===== src/logic/setpoint_regs.vh =====
// Purpose: register map, field positions and reset values of the setpoint programmer
// Assumes: 32-bit AXI4-Lite slave, byte addresses
// Notes: definitions only
`ifndef SETPOINT_REGS_VH
`define SETPOINT_REGS_VH

// register byte offsets
`define SP_OFF_CTRL 8'h00
`define SP_OFF_REPEAT 8'h04
`define SP_OFF_CYCLE 8'h08
`define SP_OFF_NROWS 8'h0C
`define SP_OFF_STATUS 8'h10
`define SP_OFF_SETPOINT 8'h14
`define SP_OFF_TABLE_LO 8'h40
`define SP_OFF_TABLE_HI 8'hBC

// control register fields
`define SP_CTRL_TABSRC 0
`define SP_CTRL_INFINITE 1
`define SP_CTRL_START_EDGE 4
`define SP_CTRL_START_INV 5
`define SP_CTRL_PAUSE_EDGE 6
`define SP_CTRL_PAUSE_INV 7
`define SP_CTRL_RESET_EDGE 8
`define SP_CTRL_RESET_INV 9
`define SP_CTRL_MASK 32'h000003F3

// table entry fields
`define SP_TIME_TRIG 31
`define SP_TIME_MASK 32'h8000FFFF

// status fields
`define SP_ST_RUN 0
`define SP_ST_PAUSE 1
`define SP_ST_DONE 2
`define SP_ST_IDX_LO 8
`define SP_ST_REP_LO 16

// reset values and limits
`define SP_RST_CTRL 32'h00000010
`define SP_RST_REPEAT 16'h0001
`define SP_RST_CYCLE 32'h000000FA
`define SP_RST_NROWS 5'h02
`define SP_MIN_CYCLE 32'h00000020
`define SP_MIN_ROWS 5'h02
`define SP_MAX_ROWS 5'h10
`define SP_DIV_STEPS 5'h11

// bus responses
`define AXI_OKAY 2'h0
`define AXI_SLVERR 2'h2

`endif


===== src/logic/cond_detect.v =====
// Purpose: samples one condition input per cycle tick, level or edge qualified
// Assumes: din synchronous to clk; tick is a one-cycle pulse
// Notes: in edge mode act is a one-cycle pulse, in level mode it follows the sample
`timescale 1ns/1ps
module cond_detect (
	input wire clk, // processing clock
	input wire rst_n, // asynchronous reset, active low
	input wire tick, // cycle tick pulse
	input wire din, // raw condition input
	input wire edge_mode, // 1 edge, 0 level
	input wire invert, // 1 falling edge or low level active
	output reg act_r // qualified condition
);
	reg prev_r;
	reg primed_r;
	wire smp;

	assign smp = din ^ invert;

	// sample on tick, compare with previous sample for edges;
	// the first tick after reset only primes the history, so an
	// inverted idle line does not look like an edge
	always @(posedge clk or negedge rst_n) begin
		if (!rst_n) begin
			prev_r <= 1'b0;
			primed_r <= 1'b0;
			act_r <= 1'b0;
		end else if (tick) begin
			prev_r <= smp;
			primed_r <= 1'b1;
			act_r <= edge_mode ? (smp & ~prev_r & primed_r) : smp;
		end else if (edge_mode) begin
			act_r <= 1'b0;
		end
	end
endmodule


===== src/logic/setpoint_programmer.v =====
// Purpose: setpoint programmer stepping a time/value table with linear ramps
// Assumes: AXI4-Lite register access; condition inputs synchronous to CLK
// Notes: global table read combinationally on GTAB_* in the same cycle as GTAB_IDX
`timescale 1ns/1ps
`include "setpoint_regs.vh"
module setpoint_programmer (
	input wire CLK, // 250 MHz processing clock
	input wire RESET_N, // asynchronous reset, active low
	input wire [7:0] S_AXI_AWADDR, // write address
	input wire S_AXI_AWVALID, // write address valid
	output reg S_AXI_AWREADY, // write address ready
	input wire [31:0] S_AXI_WDATA, // write data
	input wire [3:0] S_AXI_WSTRB, // write byte enables
	input wire S_AXI_WVALID, // write data valid
	output reg S_AXI_WREADY, // write data ready
	output reg [1:0] S_AXI_BRESP, // write response
	output reg S_AXI_BVALID, // write response valid
	input wire S_AXI_BREADY, // write response ready
	input wire [7:0] S_AXI_ARADDR, // read address
	input wire S_AXI_ARVALID, // read address valid
	output reg S_AXI_ARREADY, // read address ready
	output reg [31:0] S_AXI_RDATA, // read data
	output reg [1:0] S_AXI_RRESP, // read response
	output reg S_AXI_RVALID, // read data valid
	input wire S_AXI_RREADY, // read data ready
	input wire START_IN, // start condition
	input wire PAUSE_IN, // pause condition
	input wire RESET_IN, // program reset condition
	input wire TRIG_IN, // step trigger, rising edge
	output reg [3:0] GTAB_IDX, // global table row index
	input wire [31:0] GTAB_TIME, // global row time word
	input wire [15:0] GTAB_VALUE, // global row value
	input wire [4:0] GTAB_ROWS, // global table row count
	output reg [15:0] SETPOINT, // setpoint output, signed
	output reg RUNNING, // program executing
	output reg PAUSED, // pause in effect
	output reg DONE // all repetitions finished
);
	localparam ST_IDLE = 3'h0;
	localparam ST_FETCH = 3'h1;
	localparam ST_DIV = 3'h2;
	localparam ST_RAMP = 3'h3;
	localparam ST_DONE = 3'h4;

	// configuration and table storage
	reg [31:0] ctrl_r;
	reg [15:0] repeat_r;
	reg [31:0] cycle_r;
	reg [4:0] nrows_r;
	reg [31:0] ltime_r [0:15];
	reg [15:0] lval_r [0:15];

	// bus slave state
	reg [7:0] awaddr_r;
	reg [31:0] wdata_r;
	reg [3:0] wstrb_r;
	reg aw_got_r;
	reg w_got_r;

	// sequencer state
	reg [2:0] state_r;
	reg [3:0] idx_r;
	reg run_r;
	reg [15:0] rep_left_r;
	reg pause_latch_r;
	reg signed [15:0] sp_r;
	reg signed [15:0] target_r;
	reg [15:0] dur_r;
	reg [15:0] elapsed_r;
	reg trig_step_r;
	reg neg_r;
	reg [16:0] quo_r;
	reg [16:0] rem_r;
	reg [15:0] err_r;
	reg [4:0] div_cnt_r;
	reg [31:0] tick_cnt_r;
	reg tick_r;

	wire [3:0] cond_in;
	wire [3:0] cond_edge;
	wire [3:0] cond_inv;
	wire [3:0] cond_act;
	wire start_act;
	wire pause_act;
	wire reset_act;
	wire trig_act;
	wire paused;
	wire [31:0] row_time;
	wire signed [15:0] row_val;
	wire [4:0] rows_raw;
	wire [3:0] last_idx;
	wire [15:0] rep_cfg;
	wire [31:0] cycle_eff;
	wire signed [16:0] delta;
	wire [16:0] mag;
	wire [16:0] div_try;
	wire [16:0] err_sum;
	wire [16:0] inc;
	wire [31:0] wmask;
	wire wr_fire;
	wire [5:0] wr_word;
	wire [5:0] rd_word;
	wire wr_tab;
	wire rd_tab;
	wire row_ok;
	wire [7:0] wr_rel;
	wire [7:0] rd_rel;
	reg [31:0] rd_val;
	reg rd_ok;

	// condition channels: start, pause, reset, trigger
	assign cond_in = {TRIG_IN, RESET_IN, PAUSE_IN, START_IN};
	assign cond_edge = {1'b1, ctrl_r[`SP_CTRL_RESET_EDGE], ctrl_r[`SP_CTRL_PAUSE_EDGE],
		ctrl_r[`SP_CTRL_START_EDGE]};
	assign cond_inv = {1'b0, ctrl_r[`SP_CTRL_RESET_INV], ctrl_r[`SP_CTRL_PAUSE_INV],
		ctrl_r[`SP_CTRL_START_INV]};

	genvar gi;
	generate
		for (gi = 0; gi < 4; gi = gi + 1) begin : g_cond
			cond_detect u_cond (
				.clk(CLK),
				.rst_n(RESET_N),
				.tick(tick_r),
				.din(cond_in[gi]),
				.edge_mode(cond_edge[gi]),
				.invert(cond_inv[gi]),
				.act_r(cond_act[gi])
			);
		end
	endgenerate

	assign start_act = cond_act[0];
	assign pause_act = cond_act[1];
	assign reset_act = cond_act[2];
	assign trig_act = cond_act[3];
	// edge pause latches between edges, level pause follows input;
	// a reset event cancels it, though a held level pause returns after
	assign paused = !reset_act &&
		(ctrl_r[`SP_CTRL_PAUSE_EDGE] ? pause_latch_r : pause_act);

	// row source select
	assign row_time = ctrl_r[`SP_CTRL_TABSRC] ? GTAB_TIME : ltime_r[idx_r];
	assign row_val = ctrl_r[`SP_CTRL_TABSRC] ? GTAB_VALUE : lval_r[idx_r];
	assign rows_raw = ctrl_r[`SP_CTRL_TABSRC] ? GTAB_ROWS : nrows_r;
	// global rows answer GTAB_IDX, which trails idx_r by one clock
	assign row_ok = !ctrl_r[`SP_CTRL_TABSRC] || (GTAB_IDX == idx_r);
	// fewer than two rows cannot form a ramp, so clamp
	assign last_idx = (rows_raw < `SP_MIN_ROWS) ? 4'h1 :
		(rows_raw > `SP_MAX_ROWS) ? 4'hF : rows_raw[3:0] - 4'h1;
	assign rep_cfg = (repeat_r == 16'h0000) ? 16'h0001 : repeat_r;
	// divider needs up to 18 cycles per step, so ticks are kept longer
	assign cycle_eff = (cycle_r < `SP_MIN_CYCLE) ? `SP_MIN_CYCLE : cycle_r;

	// ramp arithmetic
	assign delta = {row_val[15], row_val} - {sp_r[15], sp_r};
	assign mag = delta[16] ? (17'h00000 - delta) : delta;
	assign div_try = {rem_r[15:0], quo_r[16]};
	assign err_sum = {1'b0, err_r} + rem_r;
	assign inc = quo_r + {16'h0000, (err_sum >= {1'b0, dur_r})};

	// cycle tick generator
	always @(posedge CLK or negedge RESET_N) begin
		if (!RESET_N) begin
			tick_cnt_r <= 32'h00000000;
			tick_r <= 1'b0;
		end else if (tick_cnt_r >= cycle_eff - 32'h00000001) begin
			tick_cnt_r <= 32'h00000000;
			tick_r <= 1'b1;
		end else begin
			tick_cnt_r <= tick_cnt_r + 32'h00000001;
			tick_r <= 1'b0;
		end
	end

	// sequencer: reset over pause over start
	always @(posedge CLK or negedge RESET_N) begin
		if (!RESET_N) begin
			state_r <= ST_IDLE;
			idx_r <= 4'h0;
			run_r <= 1'b0;
			rep_left_r <= 16'h0000;
			pause_latch_r <= 1'b0;
			sp_r <= 16'h0000;
			target_r <= 16'h0000;
			dur_r <= 16'h0000;
			elapsed_r <= 16'h0000;
			trig_step_r <= 1'b0;
			neg_r <= 1'b0;
			quo_r <= 17'h00000;
			rem_r <= 17'h00000;
			err_r <= 16'h0000;
			div_cnt_r <= 5'h00;
		end else if (reset_act) begin
			state_r <= ST_FETCH;
			idx_r <= 4'h0;
			run_r <= 1'b0;
			pause_latch_r <= 1'b0;
			// a held reset level still shows the first step
			if (idx_r == 4'h0 && row_ok)
				sp_r <= row_val;
		end else begin
			if (pause_act && ctrl_r[`SP_CTRL_PAUSE_EDGE])
				pause_latch_r <= ~pause_latch_r;
			case (state_r)
				ST_IDLE, ST_DONE: begin
					// a held start level restarts after completion too
					// a pause edge in the same tick still wins over start
					if (start_act && !paused && !pause_act) begin
						state_r <= ST_FETCH;
						idx_r <= 4'h0;
						run_r <= 1'b1;
						rep_left_r <= rep_cfg;
					end
				end
				ST_FETCH: begin
					// wait for the global row to settle; a paused run stays put
					if (!row_ok || (run_r && paused)) begin
						state_r <= ST_FETCH;
					end else if (idx_r == 4'h0) begin
						sp_r <= row_val;
						if (run_r) begin
							idx_r <= 4'h1;
						end else begin
							state_r <= ST_IDLE;
						end
					end else begin
						target_r <= row_val;
						dur_r <= row_time[15:0];
						trig_step_r <= row_time[`SP_TIME_TRIG];
						neg_r <= delta[16];
						quo_r <= mag;
						rem_r <= 17'h00000;
						err_r <= 16'h0000;
						elapsed_r <= 16'h0000;
						div_cnt_r <= 5'h00;
						state_r <= ST_DIV;
					end
				end
				ST_DIV: begin
					// restoring division of ramp height by step ticks
					if (trig_step_r || dur_r == 16'h0000 || div_cnt_r == `SP_DIV_STEPS) begin
						state_r <= ST_RAMP;
					end else begin
						div_cnt_r <= div_cnt_r + 5'h01;
						if (div_try >= {1'b0, dur_r}) begin
							rem_r <= div_try - {1'b0, dur_r};
							quo_r <= {quo_r[15:0], 1'b1};
						end else begin
							rem_r <= div_try;
							quo_r <= {quo_r[15:0], 1'b0};
						end
					end
				end
				ST_RAMP: begin
					if (paused) begin
						state_r <= ST_RAMP;
					end else if ((trig_step_r && trig_act) || (!trig_step_r &&
						(dur_r == 16'h0000 || (tick_r && elapsed_r == dur_r - 16'h0001)))) begin
						sp_r <= target_r;
						if (idx_r != last_idx) begin
							idx_r <= idx_r + 4'h1;
							state_r <= ST_FETCH;
						end else if (ctrl_r[`SP_CTRL_INFINITE] || rep_left_r > 16'h0001) begin
							if (!ctrl_r[`SP_CTRL_INFINITE])
								rep_left_r <= rep_left_r - 16'h0001;
							idx_r <= 4'h0;
							state_r <= ST_FETCH;
						end else begin
							rep_left_r <= 16'h0000;
							run_r <= 1'b0;
							state_r <= ST_DONE;
						end
					end else if (!trig_step_r && tick_r) begin
						// remainder carried so the ramp lands exactly on time
						elapsed_r <= elapsed_r + 16'h0001;
						err_r <= (err_sum >= {1'b0, dur_r}) ? err_sum[15:0] - dur_r :
							err_sum[15:0];
						sp_r <= neg_r ? sp_r - inc[15:0] : sp_r + inc[15:0];
					end
				end
				default: state_r <= ST_IDLE;
			endcase
		end
	end

	// registered outputs
	always @(posedge CLK or negedge RESET_N) begin
		if (!RESET_N) begin
			SETPOINT <= 16'h0000;
			RUNNING <= 1'b0;
			PAUSED <= 1'b0;
			DONE <= 1'b0;
			GTAB_IDX <= 4'h0;
		end else begin
			SETPOINT <= sp_r;
			RUNNING <= run_r;
			PAUSED <= paused;
			DONE <= (state_r == ST_DONE);
			GTAB_IDX <= idx_r;
		end
	end

	// bus decode helpers
	assign wmask = {{8{wstrb_r[3]}}, {8{wstrb_r[2]}}, {8{wstrb_r[1]}}, {8{wstrb_r[0]}}};
	assign wr_fire = aw_got_r && w_got_r && !S_AXI_BVALID;
	assign wr_tab = (awaddr_r >= `SP_OFF_TABLE_LO) && (awaddr_r <= `SP_OFF_TABLE_HI);
	assign rd_tab = (S_AXI_ARADDR >= `SP_OFF_TABLE_LO) && (S_AXI_ARADDR <= `SP_OFF_TABLE_HI);
	assign wr_rel = awaddr_r - `SP_OFF_TABLE_LO;
	assign rd_rel = S_AXI_ARADDR - `SP_OFF_TABLE_LO;
	assign wr_word = wr_rel[7:2];
	assign rd_word = rd_rel[7:2];

	// read mux; table words alternate time, value
	always @* begin
		rd_val = 32'h00000000;
		rd_ok = 1'b1;
		if (rd_tab) begin
			rd_val = rd_word[0] ? {16'h0000, lval_r[rd_word[4:1]]} : ltime_r[rd_word[4:1]];
		end else begin
			case (S_AXI_ARADDR)
				`SP_OFF_CTRL: rd_val = ctrl_r;
				`SP_OFF_REPEAT: rd_val = {16'h0000, repeat_r};
				`SP_OFF_CYCLE: rd_val = cycle_r;
				`SP_OFF_NROWS: rd_val = {27'h0000000, nrows_r};
				`SP_OFF_STATUS: rd_val = {rep_left_r, 4'h0, idx_r, 5'h00,
					(state_r == ST_DONE), paused, run_r};
				`SP_OFF_SETPOINT: rd_val = {{16{sp_r[15]}}, sp_r};
				default: rd_ok = 1'b0;
			endcase
		end
	end

	// write channel: address and data taken in either order
	always @(posedge CLK or negedge RESET_N) begin
		if (!RESET_N) begin
			S_AXI_AWREADY <= 1'b1;
			S_AXI_WREADY <= 1'b1;
			S_AXI_BVALID <= 1'b0;
			S_AXI_BRESP <= `AXI_OKAY;
			aw_got_r <= 1'b0;
			w_got_r <= 1'b0;
			awaddr_r <= 8'h00;
			wdata_r <= 32'h00000000;
			wstrb_r <= 4'h0;
			ctrl_r <= `SP_RST_CTRL;
			repeat_r <= `SP_RST_REPEAT;
			cycle_r <= `SP_RST_CYCLE;
			nrows_r <= `SP_RST_NROWS;
		end else begin
			if (S_AXI_AWVALID && S_AXI_AWREADY) begin
				awaddr_r <= {S_AXI_AWADDR[7:2], 2'h0};
				aw_got_r <= 1'b1;
				S_AXI_AWREADY <= 1'b0;
			end
			if (S_AXI_WVALID && S_AXI_WREADY) begin
				wdata_r <= S_AXI_WDATA;
				wstrb_r <= S_AXI_WSTRB;
				w_got_r <= 1'b1;
				S_AXI_WREADY <= 1'b0;
			end
			if (wr_fire) begin
				S_AXI_BVALID <= 1'b1;
				S_AXI_BRESP <= `AXI_OKAY;
				case (awaddr_r)
					`SP_OFF_CTRL: ctrl_r <= ((ctrl_r & ~wmask) | (wdata_r & wmask)) &
						`SP_CTRL_MASK;
					`SP_OFF_REPEAT: repeat_r <= (repeat_r & ~wmask[15:0]) |
						(wdata_r[15:0] & wmask[15:0]);
					`SP_OFF_CYCLE: cycle_r <= (cycle_r & ~wmask) | (wdata_r & wmask);
					`SP_OFF_NROWS: nrows_r <= wstrb_r[0] ? wdata_r[4:0] : nrows_r;
					`SP_OFF_STATUS, `SP_OFF_SETPOINT: S_AXI_BRESP <= `AXI_OKAY;
					default: S_AXI_BRESP <= wr_tab ? `AXI_OKAY : `AXI_SLVERR;
				endcase
			end
			if (S_AXI_BVALID && S_AXI_BREADY) begin
				S_AXI_BVALID <= 1'b0;
				aw_got_r <= 1'b0;
				w_got_r <= 1'b0;
				S_AXI_AWREADY <= 1'b1;
				S_AXI_WREADY <= 1'b1;
			end
		end
	end

	// local table words, one generate entry per row
	generate
		for (gi = 0; gi < 16; gi = gi + 1) begin : g_row
			always @(posedge CLK or negedge RESET_N) begin
				if (!RESET_N) begin
					ltime_r[gi] <= 32'h00000000;
					lval_r[gi] <= 16'h0000;
				end else if (wr_fire && wr_tab && wr_word[4:1] == gi) begin
					if (wr_word[0])
						lval_r[gi] <= (lval_r[gi] & ~wmask[15:0]) | (wdata_r[15:0] & wmask[15:0]);
					else
						ltime_r[gi] <= ((ltime_r[gi] & ~wmask) | (wdata_r & wmask)) &
							`SP_TIME_MASK;
				end
			end
		end
	endgenerate

	// read channel, answer one cycle after address taken
	always @(posedge CLK or negedge RESET_N) begin
		if (!RESET_N) begin
			S_AXI_ARREADY <= 1'b1;
			S_AXI_RVALID <= 1'b0;
			S_AXI_RDATA <= 32'h00000000;
			S_AXI_RRESP <= `AXI_OKAY;
		end else if (S_AXI_ARVALID && S_AXI_ARREADY) begin
			S_AXI_ARREADY <= 1'b0;
			S_AXI_RVALID <= 1'b1;
			S_AXI_RDATA <= rd_val;
			S_AXI_RRESP <= rd_ok ? `AXI_OKAY : `AXI_SLVERR;
		end else if (S_AXI_RVALID && S_AXI_RREADY) begin
			S_AXI_RVALID <= 1'b0;
			S_AXI_ARREADY <= 1'b1;
		end
	end
endmodule


===== config.mk =====
export PLATFORM = sky130hd
export DESIGN_NAME = setpoint_programmer
export DESIGN_NICKNAME = d
export VERILOG_FILES = /design/src/logic/cond_detect.v /design/src/logic/setpoint_programmer.v
export VERILOG_INCLUDE_DIRS = /design/src /design/src/logic
export SDC_FILE = /design/constraint.sdc
export NUM_CORES = 2
export LEC_CHECK = 0
export BUFFER_PORTS_ARGS = -buffer_cell sky130_fd_sc_hd__buf_4
export CAP_MARGIN = 20
export CORE_UTILIZATION = 43
export CTS_CLUSTER_DIAMETER = 30
export DETAILED_ROUTE_END_ITERATION = 16
export PLACE_DENSITY = 0.64
export RECOVER_POWER = 100
export SKIP_CTS_REPAIR_TIMING = 1
export SYNTH_ARGS = -nofsm -noshare
export SYNTH_HDL_FRONTEND = slang
export SYNTH_SLANG_ARGS = --single-unit

===== constraint.sdc =====
create_clock -name CLK -period 17.5 [get_ports CLK]
set_input_delay 4.375 -clock CLK [delete_from_list [all_inputs] [get_ports CLK]]
set_output_delay 4.375 -clock CLK [all_outputs]
set_load 0.005 [all_outputs]

== Word level (Yosys, flattened, before mapping) ==
Cells that the tools add are included.

* Multiply operators: 0
* Div/mod/pow operators: 0
* Equal/unequal tests: 57
* Add/subtract/negate cells: 18
* Shift-type cells: 0
* Reductions and logical operators: 118
* Bitwise operators: 96
* $lt $le $gt $ge: 13
* Mux-type cells: 126

{| class="wikitable"
|+ Operators with widths
! kind !! number
|-
| AND 32 bit || 18
|-
| bitwise OR 32 bit || 17
|-
| two-way mux 16 bit || 29
|-
| AND 16 bit || 18
|-
| two-way mux 32 bit || 9
|-
| bitwise OR 16 bit || 17
|-
| binary-select mux 32 bit (select 4 bit) || 2
|-
| one-hot mux 32 bit (6 select lines) || 1
|-
| two-way mux 17 bit || 8
|-
| binary-select mux 16 bit (select 4 bit) || 2
|-
| one-hot mux 16 bit (2 select lines) || 4
|-
| AND reduction 2 bit || 35
|-
| one-hot mux 17 bit (2 select lines) || 2
|-
| two-way mux 4 bit || 11
|-
| two-way mux 1 bit || 37
|-
| logical AND 1 bit || 36
|-
| greater-or-equal comparator 17 x 16 -> 1 bit || 2
|-
| adder 32 x 1 -> 32 bit (second input constant) || 1
|-
| == test 4 bit (second input constant) || 8
|-
| greater-or-equal comparator 32 bit || 1
|-
| logical NOT 16 bit || 2
|-
| less-than comparator 32 x 6 -> 1 bit (second input constant) || 1
|-
| NOT 32 bit || 1
|-
| subtractor 16 x 1 -> 16 bit (second input constant) || 2
|-
| 70 further kinds || 164
|}

* Register bits after elaboration: 885
* Input port bits: 116
* Bits in read-only memories: 0
* Bits in latches: 0
* Word-level logic and storage cells: 508
* Memories: 0
* RAM bits: 0

== Depth between registers and ports, before layout ==
* Depth after elaboration: 11
* Gate-level depth with buffers: 39
* Depth with buffers taken out: 38

== Cells and area by module ==
Synthesis repeated with hierarchy kept, for this count alone.

* Cells, all modules: 4367
* Area total of the unflattened synthesis: 51082.7 um2

{| class="wikitable"
|+ By module, submodules not included
! module !! times used !! cells an instance !! area each (um2) !! sequential area each (um2)
|-
| setpoint_programmer || 1 || 4327 || 50562.2 || 21886.0
|-
| cond_detect || 4 || 10 || 130.1 || 75.1
|}

== Worst setup path after synthesis ==
No wires, ideal clock.

* Path type: register to register
* Start point: register rem_r[0]
* End point: register sp_r[14]
* Path slack: 9.962 ns
* Arrival: 7.412 ns
* Cell stages (with the launch flop): 39
* Path buffers: 1
* Library setup time: 0.126 ns
* Cell sequence: dfrtp_1 -> ha_1 -> inv_1 -> fa_1 -> nor2b_1 -> o31a_1 -> o31a_1 -> or2_2 -> nand2_1 -> nand2_1 -> a21oi_1 -> xor2_1 -> inv_1 -> ha_1 -> nand4_1 -> nor4_1 -> nor3_1 -> a21oi_1 -> [3 not listed] -> ha_1 -> ha_1 -> nand3_1 -> nor2_1 -> a21oi_1 -> o22ai_1 -> and4_1 -> nor2_1 -> xor2_1 -> ha_1 -> and3_1 -> a21oi_1 -> o211ai_1 -> a31o_2 -> a21oi_1 -> xor2_1 -> o21ai_0 -> a221o_1

* Cells in the longest elaborated chain, start to end: 10
* Elaborated cells on any way between the ends: 11

{| class="wikitable"
|+ Ends and longest elaborated chain
! element !! RTL line !! source
|-
| from (decl) || setpoint_programmer.v:73 || <nowiki>reg [16:0] rem_r;</nowiki>
|-
| from (signal assigned) || setpoint_programmer.v:247 || <nowiki>rem_r <= div_try - {1'b0, dur_r};</nowiki>
|-
| from (signal assigned) || setpoint_programmer.v:250 || <nowiki>rem_r <= div_try;</nowiki>
|-
| adder 16 x 17 -> 17 bit (*) || setpoint_programmer.v:159 || <nowiki>assign err_sum = {1'b0, err_r} + rem_r;</nowiki>
|-
| greater-or-equal comparator 17 x 16 -> 1 bit (*) || setpoint_programmer.v:160 || <nowiki>assign inc = quo_r + {16'h0000, (err_sum >= {1'b0, dur_r})};</nowiki>
|-
| adder 16 x 1 -> 16 bit (*) || setpoint_programmer.v:160 ||
|-
| adder 16 bit or subtractor 16 bit (tied branches) || setpoint_programmer.v:279 || <nowiki>sp_r <= neg_r ? sp_r - inc[15:0] : sp_r + inc[15:0];</nowiki>
|-
| two-way mux 16 bit (*) || setpoint_programmer.v:279 ||
|-
| two-way mux 16 bit (*) || setpoint_programmer.v:274 || <nowiki>end else if (!trig_step_r && tick_r) begin</nowiki>
|-
| two-way mux 16 bit (*) || setpoint_programmer.v:258 || <nowiki>end else if ((trig_step_r && trig_act) || (!trig_step_r &&</nowiki>
|-
| two-way mux 16 bit (*) || setpoint_programmer.v:256 || <nowiki>if (paused) begin</nowiki>
|-
| one-hot mux 16 bit (2 select lines) (*) || setpoint_programmer.v:205 || <nowiki>case (state_r)</nowiki>
|-
| two-way mux 16 bit (*) || setpoint_programmer.v:194 || <nowiki>end else if (reset_act) begin</nowiki>
|-
| to (signal assigned) || setpoint_programmer.v:201 || <nowiki>sp_r <= row_val;</nowiki>
|-
| to (signal assigned) || setpoint_programmer.v:221 || <nowiki>sp_r <= row_val;</nowiki>
|-
| to (signal assigned) || setpoint_programmer.v:260 || <nowiki>sp_r <= target_r;</nowiki>
|-
| to (decl) || setpoint_programmer.v:66 || <nowiki>reg signed [15:0] sp_r;</nowiki>
|}

Mark *: on every way between the ends. The rest lies on a longest branch, timed or not. The select of a mux whose other input is x is not followed.
A chain may end at the register's enable or synchronous reset.

== Worst setup path in the final report ==
* Start point: input S_AXI_ARADDR[3]
* End point: register S_AXI_RDATA[7]

* Cells in the longest elaborated chain, start to end: 7
* Elaborated cells on any way between the ends: 20

{| class="wikitable"
|+ Ends and longest elaborated chain
! element !! RTL line !! source
|-
| from (decl) || setpoint_programmer.v:19 || <nowiki>input wire [7:0] S_AXI_ARADDR,</nowiki>
|-
| subtractor 7 bit (no line) || - ||
|-
| NOT 4 -> 5 bit (implied by the code) || setpoint_programmer.v:319 || <nowiki>rd_val = rd_word[0] ? {16'h0000, lval_r[rd_word[4:1]]} : ltime_r[rd_word[4:1]];</nowiki>
|-
| binary-select mux 32 bit (select 4 bit) or binary-select mux 16 bit (select 4 bit) (tied branches) || setpoint_programmer.v:319 ||
|-
| two-way mux 32 bit (implied by the code) or two-way mux 16 bit (tied branches) (2 in a row) || setpoint_programmer.v:319 ||
|-
| two-way mux 32 bit || setpoint_programmer.v:319 ||
|-
| two-way mux 32 bit (*) || setpoint_programmer.v:318 || <nowiki>if (rd_tab) begin</nowiki>
|-
| to (signal assigned) || setpoint_programmer.v:414 || <nowiki>S_AXI_RDATA <= rd_val;</nowiki>
|-
| to (decl) || setpoint_programmer.v:22 || <nowiki>output reg [31:0] S_AXI_RDATA,</nowiki>
|}

Marked as above.

==> impl_metrics.env <==
export IMPL_max_vdd_ir_drop_mv=0.115
export IMPL_yosysSeqAreaShare=0.435
export IMPL_drtIter0Drc=3422
export IMPL_groute_usage_overall=0.261
export IMPL_max_cap_violations=18
export IMPL_n_fill_cell=10000
export IMPL_critical_path_startpoint_type="primary input"
export IMPL_clockBufferDepth=3
export IMPL_port_buffer_count=160
export IMPL_synth_largest_area_cell="sky130_fd_sc_hd__dfrtp_1"
export IMPL_postSynthCellCount=4321
export IMPL_outcome="complete, but fails checks"
export IMPL_avgRoutedWirePerCell_microns=25.3
export IMPL_setup_violations_final=0
export IMPL_die_width_microns=346
export IMPL_grt_pass1_vias=37800
export IMPL_rsz0062_at_grt="false"
export IMPL_dominantRegCellSynth="sky130_fd_sc_hd__dfrtp_1"
export IMPL_post_route_period_util=0.634
export IMPL_yosys_top_cells_area="sky130_fd_sc_hd__dfrtp_1, sky130_fd_sc_hd__mux2_2, sky130_fd_sc_hd__mux4_2, sky130_fd_sc_hd__mux2i_1, sky130_fd_sc_hd__ha_1"
export IMPL_yosys_top_cells_count="sky130_fd_sc_hd__dfrtp_1, sky130_fd_sc_hd__mux2_2, sky130_fd_sc_hd__nand2_1, sky130_fd_sc_hd__nor2_1, sky130_fd_sc_hd__mux4_2"
export IMPL_cts_reportedPaths_clkPinSlew_ps=50
export IMPL_design_area_sq_um=60600
export IMPL_worst_setup_slack_for_register_to_register_paths_ps=6770
export IMPL_min_from="g_cond[3].u_cond.prev_r"
export IMPL_crit_required_ps=18160
export IMPL_fp_dieArea_sq_um=120000
export IMPL_pin_count_of_the_biggest_net_entering_global_routing=165
export IMPL_failed_checks="max-capacitance violations, max-slew violations"
export IMPL_crit_arrival_ps=11760
export IMPL_library_cell_with_the_highest_instance_count_after_synthesis="sky130_fd_sc_hd__dfrtp_1"
export IMPL_timing_max_slew_rel_slack=-2.55
export IMPL_worstHoldPathCells=1
export IMPL_number_of_antenna_violations_at_the_first_check_in_global_routing=5
export IMPL_timing_critical_path_fanout_max=51
export IMPL_async_flop_share=1.00
export IMPL_gp_congestion=0.934
export IMPL_timing_hold_worst_class="reg -> reg"
export IMPL_synth_seq_cells=883
export IMPL_vias=37900
export IMPL_timing_final_hold_violations=0
export IMPL_dp_final_hpwl_microns=104000
export IMPL_area_growth_syn_to_layout_pct=19.2
export IMPL_tightest_slew_ps=5320
export IMPL_final_max_slew_viol_count=710
export IMPL_syn_area_sq_um=50800
export IMPL_post_synth_top_area_fraction=0.429
export IMPL_r2r_end="quo_r[14]"
export IMPL_critical_path_reg2reg_startpoint="idx_r[0]"
export IMPL_drt_total_wl_microns=157000
export IMPL_fmax_mhz=90.1
export IMPL_globalRouteOverflowTotal=0
export IMPL_endpoint_of_the_worst_hold_timing_path="g_cond[3].u_cond.act_r"
export IMPL_power_leakage_nw=27.5
export IMPL_timing_reg2reg_worst_path_depth=14
export IMPL_finished_core_util=0.520
export IMPL_insertion_delay_of_the_later_clocked_pin_in_the_worst_skew_pair_ps=810
export IMPL_clock_tree_root_cell="sky130_fd_sc_hd__clkbuf_16"
export IMPL_fraction_of_layout_instances_using_a_drive_strength_above_1=0.315
export IMPL_antenna_violating_nets_post_route=0
export IMPL_worst_setup_path_end_kind="flip-flop"
export IMPL_multi_input_logic_area_sq_um=27300
export IMPL_fp_dieH_microns=346
export IMPL_detail_route_first_pass_iterations=7
export IMPL_initial_standard_cell_utilization_of_the_core=0.436
export IMPL_finalWorstPathRequiredPeriod_ps=11100
export IMPL_clock_skew_ps=63.6
export IMPL_clock_tree_from_tritoncts="built"
export IMPL_synth_edf_count=0
export IMPL_first_pass_grt_wire_length_microns=236000
export IMPL_final_layout_net_count=4744
export IMPL_antenna_cells=0
export IMPL_fin_setup_tns_ps=0
export IMPL_power_density_nw_per_um2=191
export IMPL_placedInstanceArea_sq_um=53700
export IMPL_route_detailed_drc=0
export IMPL_clock_sinks=883
export IMPL_post_synth_cell_area_avg_sq_um=11.8
export IMPL_yosys_cell_types_count=85
export IMPL_path_class="in -> reg"
export IMPL_synthesis_warnings=0
export IMPL_detail_routed_via_count_per_cell=6.12
export IMPL_cts_htree_levels=4
export IMPL_register_area_sq_um=22100
export IMPL_rows=125
export IMPL_placeableCoreArea_sq_um=117000
export IMPL_cts_made_buffers=199
export IMPL_ioPinCount=180
## logic make-up after synthesis
group	synth area share
multiplexers	0.286
AND/OR/NAND/NOR	0.0857
flip-flops	0.435
AO/OA/AOI/OAI	0.0997
buffers and inverters	0.0283
XOR/XNOR	0.0317
adder cells (fa/ha/maj)	0.0332
other	0.0000738
## cells in the final DEF, fill, tap and decap left out, types with 63 or more instances in the layout
cell	n
sky130_fd_sc_hd__o21ai_0	161
sky130_fd_sc_hd__clkbuf_1	86
sky130_fd_sc_hd__a21oi_1	150
sky130_fd_sc_hd__nand2_1	281
sky130_fd_sc_hd__mux2_2	645
sky130_fd_sc_hd__dfrtp_1	869
sky130_fd_sc_hd__ha_1	127
sky130_fd_sc_hd__nor3_1	89
sky130_fd_sc_hd__buf_4	129
sky130_fd_sc_hd__mux2i_1	184
sky130_fd_sc_hd__xnor2_1	99
sky130_fd_sc_hd__mux4_2	241
sky130_fd_sc_hd__o221ai_1	63
sky130_fd_sc_hd__inv_1	100
sky130_fd_sc_hd__xor2_1	85
sky130_fd_sc_hd__nor2_1	260
sky130_fd_sc_hd__clkbuf_16	201
## metrics by stage
stage | power (mW) | instances | setup WS (ps) | hold WS, ps
6_report | 11.6 | 6193 | 6400 | 425
5_1_grt | 12.2 | 6193 | 5110 | 446
4_1_cts | 11.6 | 6185 | 9190 | 423
3_5_place_dp | 7.65 | 5811 | 9220 | 415
3_3_place_gp | 7.55 | 5804 | 9220 | 411
2_1_floorplan | 6.31 | 4322 | 9960 | 352
## final cells by class
cell class,instances,share of cell area
clock inverters,119,0.0282
multi-input cells,3064,0.451
clock buffers,255,0.0901
repair buffers,246,0.0283
well taps,1524,0.0315
inverters,102,0.00632
flip-flops and latches,883,0.365
## routing by layer
metal	track usage	up-vias	share of wire
met5	0	-	0.00035
met4	0.104	8	0.037
met3	0.0678	338	0.084
met2	0.409	1435	0.46
met1	0.343	19400	0.41
li1	-	16700	-
## where the power goes
part | internal, mW | switching (mW)
Combinational | 1.94 | 2.52
Sequential | 2.58 | 0.641
Clock | 2.66 | 1.26
## how the worst max path moves through the flow
| stage | from | end | slack [ps] | cells past startpoint |
|---|---|---|---|---|
| 2_1_floorplan | rem_r[0] | sp_r[14] | 9960 | 38 |
| 3_3_place_gp | rem_r[0] | sp_r[15] | 9220 | 37 |
| 3_5_place_dp | rem_r[0] | sp_r[15] | 9220 | 37 |
| 4_1_cts | rem_r[0] | sp_r[15] | 9190 | 37 |
| 5_1_grt | RESET_N | asynchronous set/reset pin | 5110 | 3 |
| 6_report | S_AXI_ARADDR[3] | S_AXI_RDATA[7] | 6400 | 8 |
## worst max-delay path: stages
cell and delay (ps):
sky130_fd_sc_hd__clkbuf_1 2150, sky130_fd_sc_hd__clkbuf_1 2650, sky130_fd_sc_hd__or4_1 470, sky130_fd_sc_hd__nor4_1 70, sky130_fd_sc_hd__clkbuf_1 360, sky130_fd_sc_hd__a221oi_1 410
sky130_fd_sc_hd__o21ai_0 550, sky130_fd_sc_hd__o32a_1 620
No activity file was read; power rests on OpenSTA's default activity.
